<file path="src/inc/i2c_regs_defines.vh">
// Notes on behaviour
// - Receive data read returns next FIFO byte in bits 7:0, bit 0 first received.
// - Serial clock is held low while the receive FIFO is full.
// - Slave addressed for write-to-slave raises the write-to-slave request flag.
// - In DMA mode receive single requests follow the receive FIFO entry count.
// - Transmit nearly-empty flag set while transmit count is at or below threshold.
// - Receive nearly-full flag set while receive count is at or above threshold.
// - Transmit burst size field matters only while burst request mode is set.
// - Burst size larger than transaction length gives single requests only.
// - Request mode bit picks one-byte requests or programmed-size burst requests.
// - Burst mode may finish a transfer with single requests for the remainder.
// - Master serial clock rate comes from the 16-bit counter, reset value 0x8.
`ifndef I2C_REGS_DEFINES_VH
`define I2C_REGS_DEFINES_VH

`define OFS_RX_FIFO_DATA      8'h18
`define OFS_TX_FIFO_THRESHOLD 8'h1C
`define OFS_RX_FIFO_THRESHOLD 8'h20
`define OFS_DMA_REQUEST_CFG   8'h24
`define OFS_BAUD_RATE_DIVIDER 8'h28
`define OFS_DMA_ENABLE        8'h34
`define OFS_FIFO_STATUS       8'h38

`define DMA_BURST_LEN_LSB     8
`define DMA_BURST_LEN_MSB     10
`define DMA_BURST_MODE_BIT    11

`define RST_LEVEL_LIMIT       10'h000
`define RST_SCL_RATE_COUNT    16'h0008
`define RST_BURST_LEN         3'h0

`define RX_FIFO_DEPTH         4'h8
`define RESP_OKAY             2'h0
`define RESP_SLVERR           2'h2

`endif

</file>
<file path="src/i2c_fifo_dma_baud_regs.v">
`timescale 1ns/1ps
`include "i2c_regs_defines.vh"
module i2c_fifo_dma_baud_regs (
  // Clock and reset
  input  wire        aclk,
  input  wire        aresetn,
  // AXI4-Lite write
  input  wire [7:0]  s_axi_awaddr,
  input  wire        s_axi_awvalid,
  output wire        s_axi_awready,
  input  wire [31:0] s_axi_wdata,
  input  wire [3:0]  s_axi_wstrb,
  input  wire        s_axi_wvalid,
  output wire        s_axi_wready,
  output wire [1:0]  s_axi_bresp,
  output wire        s_axi_bvalid,
  input  wire        s_axi_bready,
  // AXI4-Lite read
  input  wire [7:0]  s_axi_araddr,
  input  wire        s_axi_arvalid,
  output wire        s_axi_arready,
  output wire [31:0] s_axi_rdata,
  output wire [1:0]  s_axi_rresp,
  output wire        s_axi_rvalid,
  input  wire        s_axi_rready,
  // Bus engine side
  input  wire [7:0]  rx_byte,
  input  wire        rx_byte_valid,
  output wire        rx_byte_ready,
  input  wire [9:0]  tx_fifo_level,
  input  wire        wts_addressed,
  input  wire [10:0] tx_dma_remaining,
  // Flags and controls
  output wire        scl_hold_low,
  output wire        write_to_slave_req_flag,
  output wire        rx_nearly_full_flag,
  output wire        tx_nearly_empty_flag,
  output wire [15:0] scl_rate_count,
  // DMA requests
  output wire        rx_dma_single_req,
  output wire        tx_dma_single_req,
  output wire        tx_dma_burst_req,
  output wire [2:0]  tx_dma_burst_len
);

  reg        awready_r;
  reg        wready_r;
  reg        bvalid_r;
  reg [1:0]  bresp_r;
  reg [7:0]  awaddr_r;
  reg [31:0] wdata_r;
  reg [3:0]  wstrb_r;
  reg        arready_r;
  reg        rvalid_r;
  reg [1:0]  rresp_r;
  reg [31:0] rdata_r;

  reg [9:0]  tx_level_limit_r;
  reg [9:0]  rx_level_limit_r;
  reg [2:0]  tx_dma_burst_len_r;
  reg        tx_burst_mode_r;
  reg [15:0] scl_rate_count_r;
  reg [1:0]  dma_enable_r;

  reg        scl_hold_low_r;
  reg        wts_flag_r;
  reg        rx_nf_flag_r;
  reg        tx_ne_flag_r;
  reg        rx_dma_single_r;
  reg        tx_dma_single_r;
  reg        tx_dma_burst_r;
  reg [2:0]  burst_len_out_r;

  // Two-entry buffer ahead of the receive FIFO
  reg [7:0]  buf0_r;
  reg [7:0]  buf1_r;
  reg [1:0]  buf_cnt_r;
  reg [1:0]  buf_cnt_nxt;
  reg        buf_ready_r;

  reg [7:0]  rx_mem_r [0:7];
  reg [2:0]  rx_wr_ptr_r;
  reg [2:0]  rx_rd_ptr_r;
  reg [3:0]  rx_cnt_r;
  reg [3:0]  rx_cnt_nxt;

  reg [31:0] rd_val;
  reg [1:0]  rd_resp;
  reg        rd_pop;

  wire       buf_acc  = rx_byte_valid & buf_ready_r;
  wire       buf_drain = (buf_cnt_r != 2'h0) & (rx_cnt_r != `RX_FIFO_DEPTH);
  wire       ar_take  = s_axi_arvalid & arready_r;
  wire       do_write = ~awready_r & ~wready_r & ~bvalid_r;
  wire [7:0] wr_sel   = 8'h01 << rx_wr_ptr_r;
  wire [31:0] wmask   = {{8{wstrb_r[3]}}, {8{wstrb_r[2]}}, {8{wstrb_r[1]}}, {8{wstrb_r[0]}}};
  wire [31:0] wbits   = wdata_r & wmask;
  wire [10:0] burst_bytes = 11'h001 << tx_dma_burst_len_r;
  wire       tx_want  = dma_enable_r[1] & tx_ne_flag_r & (tx_dma_remaining != 11'h000);
  // Burst only when the burst exactly covers what is left; else singles
  wire       burst_ok = tx_burst_mode_r & (burst_bytes == tx_dma_remaining);

  // Receive FIFO storage, one flop group per entry
  genvar gi;
  generate
    for (gi = 0; gi < 8; gi = gi + 1) begin : g_rx_entry
      always @(posedge aclk) begin
        if (!aresetn) begin
          rx_mem_r[gi] <= 8'h00;
        end else if (buf_drain && wr_sel[gi]) begin
          rx_mem_r[gi] <= buf0_r;
        end
      end
    end
  endgenerate

  always @* begin
    buf_cnt_nxt = buf_cnt_r + {1'b0, buf_acc} - {1'b0, buf_drain};
    rx_cnt_nxt  = rx_cnt_r + {3'h0, buf_drain} - {3'h0, rd_pop};
  end

  always @(posedge aclk) begin
    if (!aresetn) begin
      buf0_r      <= 8'h00;
      buf1_r      <= 8'h00;
      buf_cnt_r   <= 2'h0;
      buf_ready_r <= 1'b0;
    end else begin
      if (buf_drain) begin
        buf0_r <= buf1_r;
      end
      if (buf_acc) begin
        if ((buf_cnt_r - {1'b0, buf_drain}) == 2'h0) begin
          buf0_r <= rx_byte;
        end else begin
          buf1_r <= rx_byte;
        end
      end
      buf_cnt_r   <= buf_cnt_nxt;
      buf_ready_r <= (buf_cnt_nxt != 2'h2);
    end
  end

  always @(posedge aclk) begin
    if (!aresetn) begin
      rx_wr_ptr_r <= 3'h0;
      rx_rd_ptr_r <= 3'h0;
      rx_cnt_r    <= 4'h0;
    end else begin
      if (buf_drain) begin
        rx_wr_ptr_r <= rx_wr_ptr_r + 3'h1;
      end
      if (rd_pop) begin
        rx_rd_ptr_r <= rx_rd_ptr_r + 3'h1;
      end
      rx_cnt_r <= rx_cnt_nxt;
    end
  end

  // Read decode; an empty FIFO reads zero and pops nothing
  always @* begin
    rd_val  = 32'h0000_0000;
    rd_resp = `RESP_OKAY;
    rd_pop  = 1'b0;
    case ({s_axi_araddr[7:2], 2'h0})
      `OFS_RX_FIFO_DATA: begin
        if (rx_cnt_r != 4'h0) begin
          rd_val = {24'h00_0000, rx_mem_r[rx_rd_ptr_r]};
          rd_pop = ar_take;
        end
      end
      `OFS_TX_FIFO_THRESHOLD: rd_val = {22'h0, tx_level_limit_r};
      `OFS_RX_FIFO_THRESHOLD: rd_val = {22'h0, rx_level_limit_r};
      `OFS_DMA_REQUEST_CFG:   rd_val = {20'h0_0000, tx_burst_mode_r, tx_dma_burst_len_r, 8'h00};
      `OFS_BAUD_RATE_DIVIDER: rd_val = {16'h0000, scl_rate_count_r};
      `OFS_DMA_ENABLE:        rd_val = {30'h0, dma_enable_r};
      `OFS_FIFO_STATUS: begin
        rd_val = {20'h0_0000, rx_cnt_r, 4'h0, scl_hold_low_r, rx_nf_flag_r,
                  tx_ne_flag_r, wts_flag_r};
      end
      default: rd_resp = `RESP_SLVERR;
    endcase
  end

  always @(posedge aclk) begin
    if (!aresetn) begin
      arready_r <= 1'b1;
      rvalid_r  <= 1'b0;
      rresp_r   <= `RESP_OKAY;
      rdata_r   <= 32'h0000_0000;
    end else if (ar_take) begin
      arready_r <= 1'b0;
      rvalid_r  <= 1'b1;
      rresp_r   <= rd_resp;
      rdata_r   <= rd_val;
    end else if (rvalid_r && s_axi_rready) begin
      arready_r <= 1'b1;
      rvalid_r  <= 1'b0;
    end
  end

  // Address and data are latched independently; write happens once both are held
  always @(posedge aclk) begin
    if (!aresetn) begin
      awready_r <= 1'b1;
      wready_r  <= 1'b1;
      awaddr_r  <= 8'h00;
      wdata_r   <= 32'h0000_0000;
      wstrb_r   <= 4'h0;
    end else begin
      if (s_axi_awvalid && awready_r) begin
        awready_r <= 1'b0;
        awaddr_r  <= s_axi_awaddr;
      end else if (bvalid_r && s_axi_bready) begin
        awready_r <= 1'b1;
      end
      if (s_axi_wvalid && wready_r) begin
        wready_r <= 1'b0;
        wdata_r  <= s_axi_wdata;
        wstrb_r  <= s_axi_wstrb;
      end else if (bvalid_r && s_axi_bready) begin
        wready_r <= 1'b1;
      end
    end
  end

  always @(posedge aclk) begin
    if (!aresetn) begin
      bvalid_r           <= 1'b0;
      bresp_r            <= `RESP_OKAY;
      tx_level_limit_r   <= `RST_LEVEL_LIMIT;
      rx_level_limit_r   <= `RST_LEVEL_LIMIT;
      tx_dma_burst_len_r <= `RST_BURST_LEN;
      tx_burst_mode_r    <= 1'b0;
      scl_rate_count_r   <= `RST_SCL_RATE_COUNT;
      dma_enable_r       <= 2'h0;
    end else if (do_write) begin
      bvalid_r <= 1'b1;
      bresp_r  <= `RESP_OKAY;
      case ({awaddr_r[7:2], 2'h0})
        `OFS_RX_FIFO_DATA: begin
        end
        `OFS_TX_FIFO_THRESHOLD: begin
          tx_level_limit_r <= (tx_level_limit_r & ~wmask[9:0]) | wbits[9:0];
        end
        `OFS_RX_FIFO_THRESHOLD: begin
          rx_level_limit_r <= (rx_level_limit_r & ~wmask[9:0]) | wbits[9:0];
        end
        `OFS_DMA_REQUEST_CFG: begin
          if (wstrb_r[1]) begin
            tx_dma_burst_len_r <= wdata_r[`DMA_BURST_LEN_MSB:`DMA_BURST_LEN_LSB];
            tx_burst_mode_r    <= wdata_r[`DMA_BURST_MODE_BIT];
          end
        end
        `OFS_BAUD_RATE_DIVIDER: begin
          scl_rate_count_r <= (scl_rate_count_r & ~wmask[15:0]) | wbits[15:0];
        end
        `OFS_DMA_ENABLE: begin
          if (wstrb_r[0]) begin
            dma_enable_r <= wdata_r[1:0];
          end
        end
        `OFS_FIFO_STATUS: begin
        end
        default: bresp_r <= `RESP_SLVERR;
      endcase
    end else if (bvalid_r && s_axi_bready) begin
      bvalid_r <= 1'b0;
    end
  end

  // Flags and DMA requests, registered so every output is a flop
  always @(posedge aclk) begin
    if (!aresetn) begin
      scl_hold_low_r  <= 1'b0;
      wts_flag_r      <= 1'b0;
      rx_nf_flag_r    <= 1'b0;
      tx_ne_flag_r    <= 1'b0;
      rx_dma_single_r <= 1'b0;
      tx_dma_single_r <= 1'b0;
      tx_dma_burst_r  <= 1'b0;
      burst_len_out_r <= 3'h0;
    end else begin
      // Hold SCL while full: the buffer cannot absorb a whole byte stream
      scl_hold_low_r  <= (rx_cnt_nxt == `RX_FIFO_DEPTH);
      wts_flag_r      <= wts_addressed;
      rx_nf_flag_r    <= ({6'h00, rx_cnt_nxt} >= rx_level_limit_r);
      tx_ne_flag_r    <= (tx_fifo_level <= tx_level_limit_r);
      rx_dma_single_r <= dma_enable_r[0] & (rx_cnt_nxt != 4'h0);
      tx_dma_burst_r  <= tx_want & burst_ok;
      tx_dma_single_r <= tx_want & ~burst_ok;
      burst_len_out_r <= tx_burst_mode_r ? tx_dma_burst_len_r : 3'h0;
    end
  end

  assign s_axi_awready           = awready_r;
  assign s_axi_wready            = wready_r;
  assign s_axi_bvalid            = bvalid_r;
  assign s_axi_bresp             = bresp_r;
  assign s_axi_arready           = arready_r;
  assign s_axi_rvalid            = rvalid_r;
  assign s_axi_rresp             = rresp_r;
  assign s_axi_rdata             = rdata_r;
  assign rx_byte_ready           = buf_ready_r;
  assign scl_hold_low            = scl_hold_low_r;
  assign write_to_slave_req_flag = wts_flag_r;
  assign rx_nearly_full_flag     = rx_nf_flag_r;
  assign tx_nearly_empty_flag    = tx_ne_flag_r;
  assign scl_rate_count          = scl_rate_count_r;
  assign rx_dma_single_req       = rx_dma_single_r;
  assign tx_dma_single_req       = tx_dma_single_r;
  assign tx_dma_burst_req        = tx_dma_burst_r;
  assign tx_dma_burst_len        = burst_len_out_r;

endmodule // i2c_fifo_dma_baud_regs

</file>
<file path="config.mk">
export PLATFORM = sky130hd
export DESIGN_NAME = i2c_fifo_dma_baud_regs
export DESIGN_NICKNAME = d
export VERILOG_FILES = /design/src/i2c_fifo_dma_baud_regs.v
export VERILOG_INCLUDE_DIRS = /design/src /design/src/inc
export SDC_FILE = /design/constraint.sdc
export NUM_CORES = 1
export LEC_CHECK = 0
export ABC_AREA = 1
export BUFFER_PORTS_ARGS = -buffer_cell sky130_fd_sc_hd__buf_2
export CAP_MARGIN = 20
export CELL_PAD_IN_SITES_DETAIL_PLACEMENT = 1
export CELL_PAD_IN_SITES_GLOBAL_PLACEMENT = 2
export CORE_AREA = 5 5 139 240
export DETAILED_ROUTE_END_ITERATION = 12
export DIE_AREA = 0 0 144 245
export PLACE_DENSITY = 0.81
export SYNTH_ARGS = -nofsm -noshare
export SYNTH_HDL_FRONTEND = slang
export SYNTH_SLANG_ARGS = --single-unit
export TNS_END_PERCENT = 1
</file>
<file path="constraint.sdc">
create_clock -name aclk -period 3 [get_ports aclk]
set_input_delay 0.6 -clock aclk [delete_from_list [all_inputs] [get_ports aclk]]
set_output_delay 0.6 -clock aclk [all_outputs]
set_load 0.05 [all_outputs]
</file>
# == Yosys cells after proc, flatten, opt, wreduce, memory -nomap -nowiden ==
# Memory sizes are Yosys's and may differ from the RTL's. A register that Yosys moved wholly into a read port is not among the register bits.
# Cells that the tools add are included.
# classes
n_addsub,7
n_lt_le_gt_ge,2
n_eq_ne,18
shifts,2
muxes,53
n_bitwise,33
n_reduce_logical,30
# ops
operator,count
16-bit one-hot mux with 7 select lines,1
8-bit two-way mux,12
6-bit by 4-bit equality test with 1-bit output (second input constant),10
1-bit two-way mux,36
16-bit bitwise AND,2
6-bit by 3-bit equality test with 1-bit output (second input constant),4
10-bit bitwise AND,2
10-bit OR,2
16-bit inverter,1
16-bit OR,1
7-bit OR reduction,2
1-bit logical AND,12
1-bit bitwise AND,11
11-bit equality test,1
11-bit nonzero test,1
1-bit by 3-bit left shift with 11-bit output (first input constant),1
4-bit by 10-bit greater-or-equal comparator with 1-bit output,1
10-bit less-or-equal comparator,1
10-bit inverter,1
2-bit AND reduction,5
2-bit nonzero test,5
1-bit OR,8
4-bit nonzero test,2
1-bit by 3-bit left shift with 8-bit output (first input constant),1
13 further kinds,22
# word_totals
ff_bits,148
mem_bits_rw,64
inputBits,90
output_inout_bits,68
elab_cells,178
memories,1
# memory_table
name,words,word_bits,read_ports,rd_clocked_by_memory_dff,write_ports,line,source
rx_mem_r,8,8,1,1,8,i2c_fifo_dma_baud_regs.v:81,reg [7:0] rx_mem_r [0:7];

# == Depth between registers and ports, before layout ==
# depth
ltp_word,7
mapped_depth,18
mapped_depth_nobuf,18

# == Least setup slack after synthesis ==
# No wires, ideal clock.
# synth_timing
path_kind,input-to-reg
from,in s_axi_araddr[7]
to,reg rx_nf_flag_r (netlist: rx_nearly_full_flag)
setup_time_ps,115
arrival_time_ps,2920
required_ps,2885
slack_ps,-35
stages,15
path_buffers,0
cell_sequence,nor2_2 -> nand3_2 -> nor2_4 -> nand2_2 -> inv_1 -> nand2_1 -> nand2_1 -> ha_1 -> fa_1 -> ha_1 -> a21boi_0 -> o21a_1 -> o21a_1 -> o21ai_0 -> inv_1
# synth_via
elab_chain_cells,4
# synth_rtl
item,line,source
"start, declared",i2c_fifo_dma_baud_regs.v:19,"input wire [7:0] s_axi_araddr,"
6-bit by 3-bit equality test with 1-bit output,i2c_fifo_dma_baud_regs.v:165,"case ({s_axi_araddr[7:2], 2'h0})"
1-bit two-way mux,i2c_fifo_dma_baud_regs.v:165,
4-bit by 1-bit subtractor with 4-bit output,i2c_fifo_dma_baud_regs.v:119,"rx_cnt_nxt = rx_cnt_r + {3'h0, buf_drain} - {3'h0, rd_pop};"
net rx_cnt_nxt[1],i2c_fifo_dma_baud_regs.v:85,reg [3:0] rx_cnt_nxt;
4-bit by 10-bit greater-or-equal comparator with 1-bit output,i2c_fifo_dma_baud_regs.v:287,"rx_nf_flag_r <= ({6'h00, rx_cnt_nxt} >= rx_level_limit_r);"
"end signal, assigned",i2c_fifo_dma_baud_regs.v:287,
"end, declared",i2c_fifo_dma_baud_regs.v:67,reg rx_nf_flag_r;
# The timed path passes the listed nets, and every way through them passes these cells.
# A chain may end at the register's enable or synchronous reset.

# == Worst setup path after layout ==
# layout_timing
from,reg rx_cnt_r[3]
to,reg rx_nf_flag_r (netlist: rx_nearly_full_flag)
# layout_via
elab_chain_cells,5
elab_cells_between_ends,8
cone_classes,add/sub (2); order compare (1); eq/ne (1); mux (2); bitwise (1); reduce/logical (1)
# layout_rtl
item,line,source
"start, declared",i2c_fifo_dma_baud_regs.v:84,reg [3:0] rx_cnt_r;
"start signal, assigned",i2c_fifo_dma_baud_regs.v:156,rx_cnt_r <= rx_cnt_nxt;
4-bit inequality test (no source line) or 4-bit nonzero test (tied branches),--,
1-bit bitwise AND or 1-bit two-way mux (tied branches),"i2c_fifo_dma_baud_regs.v:92, i2c_fifo_dma_baud_regs.v:167",
4-bit by 1-bit adder with 4-bit output or 1-bit two-way mux (tied branches),"i2c_fifo_dma_baud_regs.v:119, i2c_fifo_dma_baud_regs.v:165",
4-bit by 1-bit subtractor with 4-bit output (*),i2c_fifo_dma_baud_regs.v:119,
net rx_cnt_nxt[1],i2c_fifo_dma_baud_regs.v:85,
4-bit by 10-bit greater-or-equal comparator with 1-bit output (*),i2c_fifo_dma_baud_regs.v:287,
# Mark *: on every way through the listed nets, which the timed path passes. The rest lies on a longest branch.

==> impl_results.md <==
- HPWL after DPL: between 20000 and 25000 µm
- WP data required: 3.35 ns
- Synth Flop Type: dfxtp_1
- Die Y-Extent: 245 µm
- Vias: 8031
- GRT Residual Overflow: 0
- Largest net degree at the start of global routing: just under 70
- Largest stage delay on the critical path: 0.55 ns
- CORE AREA: 31300 µm²
- Area leader, netlist: dfxtp_1
- Min-delay worst type: input pin to flop
- Mapped Cells: around 1.1k
- Max Transition Viols Final: 0
- Final WS setup: 0.145 ns
- Leak Pwr: about 4.6 nW
- CTS root buf: clkbuf_16
- Power Dens Cells: 655 nW/µm²
- Setup_tns: 0 ns
- H-tree depth: 4
- DRC errors left: 0
- Number of synthesized flops with an enable pin: 64
- ANT cells: 0
- Fmax: 0.350 GHz
- Period minus WS final: ~2.9 ns
- Finished Core Util: 34.7%
- Wirelength per Cell: around 17 µm
- Num CTS Buffers: 17
- Clock tree from TritonCTS: done
- I/O pin count: 158
- Critical path type: flop to flop
- Fin crit share: 95.2%
- CTS Hold Bufs: 0
- Nets: approximately 1.4k
- Gr usage total: 16.7%
- Starting density of the core: 29.4%
- Crit-path cells: inv_1, ha_2, nand3_4, nand3_2, nor2_4, nand2_4, nand2_1, nand2_2, ha_4, fa_1, ha_1, a21boi_0, o21a_1, o21a_1, o21ai_1, inv_1
- Clock Latency Late Sink: 0.45 ns
- WL final: 29000 µm
- Area delta synth->final: 18.3%
- First-pass GRT wire length: 44900 µm
- Levels on crit path: 16
- Non-filler cells, final: roughly 1.7k
- Run status: completed
- CP top delay family: adder cells
- Clock transition at path regs: about 0.070 ns
- CP Buf/Inv Count: 2
- Layout cell share with drive strength beyond 1: about 18%
- CP max FO: 4
- Die W: 144 µm
- Dominant cells by area after synthesis: dfxtp_1 (29%), edfxtp_1 (21%), nand2_1 (7.8%)
- Worst setup SP type: flop
- CTS Sinks: 195
- Num rows: 86
- Crit path DAT: ~3.2 ns
- Distinct cells, synth: 45
- Die ar.: approximately 35000 µm²
- Final GP Congestion: 0.823
- Placed cells: 1651
- Async S/R FF share, synth: 0%
- IR drop worst, VDD: 0.460 mV
- Slew at the pin closest to its max-slew limit: roughly 1.0 ns
- Vias in the first global route: 8536
- R2R depth: 16
- Area share of the largest cell type after synthesis: 28.5%
- Number of port buffers: 117
- Final Hold Viols: 0
- Synthesis Warnings: 0
- Critical Path Slowest Stage Cell: fa_1
- Routed Antenna Nets: 0
- Crit path capture type: flop
- Clock Skews: about 0.012 ns
- WHS Path Cells: 3
- Synth Area per Inst: approximately 8 µm²
- DR iter-0 viols: 327
- Setup violators final: 0
- DP Worst Slack: -0.158 ns
- First-pass detailed-route iteration total: 4
- Clk buf depth: 2
- Initial antenna violation count: 0
- Slew HR: about a third
- Mapped Area: a little over 9000 µm²
- Overall power: roughly 0.0071 W
- Via-per-instance ratio: 4.77
- Register bit count reported by yosys: 195
- Max-cap violations: 0
- Seq/Total Area, Yosys: 49.4%
==> per-layer routing <==
| layer | GRT usage, % | wire length [µm] |
|---|---|---|
| met5 | 0 | 0 |
| met4 | 7.10 | 987 |
| met3 | 3.20 | 1000 |
| met2 | 34.0 | 16800 |
| met1 | 15.5 | 10100 |
==> Yosys cell counts, types with 7 or more instances <==
cell type,instances
nand4_1,18
nor3_1,10
ha_1,28
nand2_1,191
edfxtp_1,64
a21oi_1,77
buf_4,20
inv_1,115
dfxtp_1,131
clkbuf_1,28
nor2_2,7
o21ai_0,121
nand3_1,76
nor2_1,183
buf_2,12
==> what timing repair did <==
item,CTS,global route
setup buffers,0,2
pin swaps,2,5
cloned,0,0
endpoints found under the setup margin,1,1
gates resized for setup,3,8
==> report_power, final <==
part           switching, W  internal (W)  leakage [nW]  total [W]
clock network       0.00104       0.00117         0.272    0.00221
registers          0.000139       0.00299          1.73    0.00313
logic               0.00119      0.000582          2.62    0.00178
==> cell families (layout without fill, tap and decap cells) <==
kind of cell    count (synthesis)  after routing  synth area share (%)
xor+xnor                        5              5                 0.476
compound gates                224            224                  13.0
fa+ha+maj                      29             29                  4.03
buf+inv                       186            309                  8.90
simple gates                  509            509                  24.1
flops                         195            195                  49.4
other cells                     1             18                0.0408
==> worst register-to-register path, delay by kind of cell, from the launching register on <==
family	cells	cell delay, ns
adders and majority gates	4	1.15
and+or+nand+nor	6	0.59
AOI/OAI and AO/OA	4	0.58
DFF	1	0.33
buffers and inverters	2	0.10
==> metrics by stage <==
stage	instance area (µm²)	hold WS [ns]
6_report	10900	0.338
5_1_grt	10900	0.344
4_1_cts	10800	0.321
3_5_place_dp	10300	0.445
3_3_place_gp	10300	0.440
2_1_floorplan	9260	0.425
==> area by class of cell <==
type / instances / area [µm²]
fillers: 3820 / 20400
clock inverters: 11 / 100
inverters: 122 / 458
repair buffers: 155 / 886
clock buffers: 21 / 450
multi-input cells: 785 / 3940
well taps: 396 / 495
flip-flops and latches: 195 / 4550
==> layout by cell type (no fill, tap or decap), types with 10 or more instances in the layout <==
master,Yosys,routed
a21oi_1,77,77
buf_2,12,116
buf_4,20,38
clkbuf_16,0,17
conb_1,1,18
dfxtp_1,131,130
edfxtp_1,64,64
ha_1,28,26
inv_1,115,114
nand2_1,191,190
nand3_1,76,74
nand4_1,18,18
nor2_1,183,183
nor3_1,10,10
o21ai_0,121,120
==> final timing paths <==
path | start | endpoint | slack, ns
max | rx_cnt_r[3] | rx_nearly_full_flag | 0.14
min | wts_addressed | write_to_slave_req_flag | 0.34
max reg2reg | rx_cnt_r[3] | rx_nearly_full_flag | 0.14
min reg2reg | buf1_r[1] | buf1_r[1] | 0.46
Note: power is estimated with default switching activity, not from simulation.
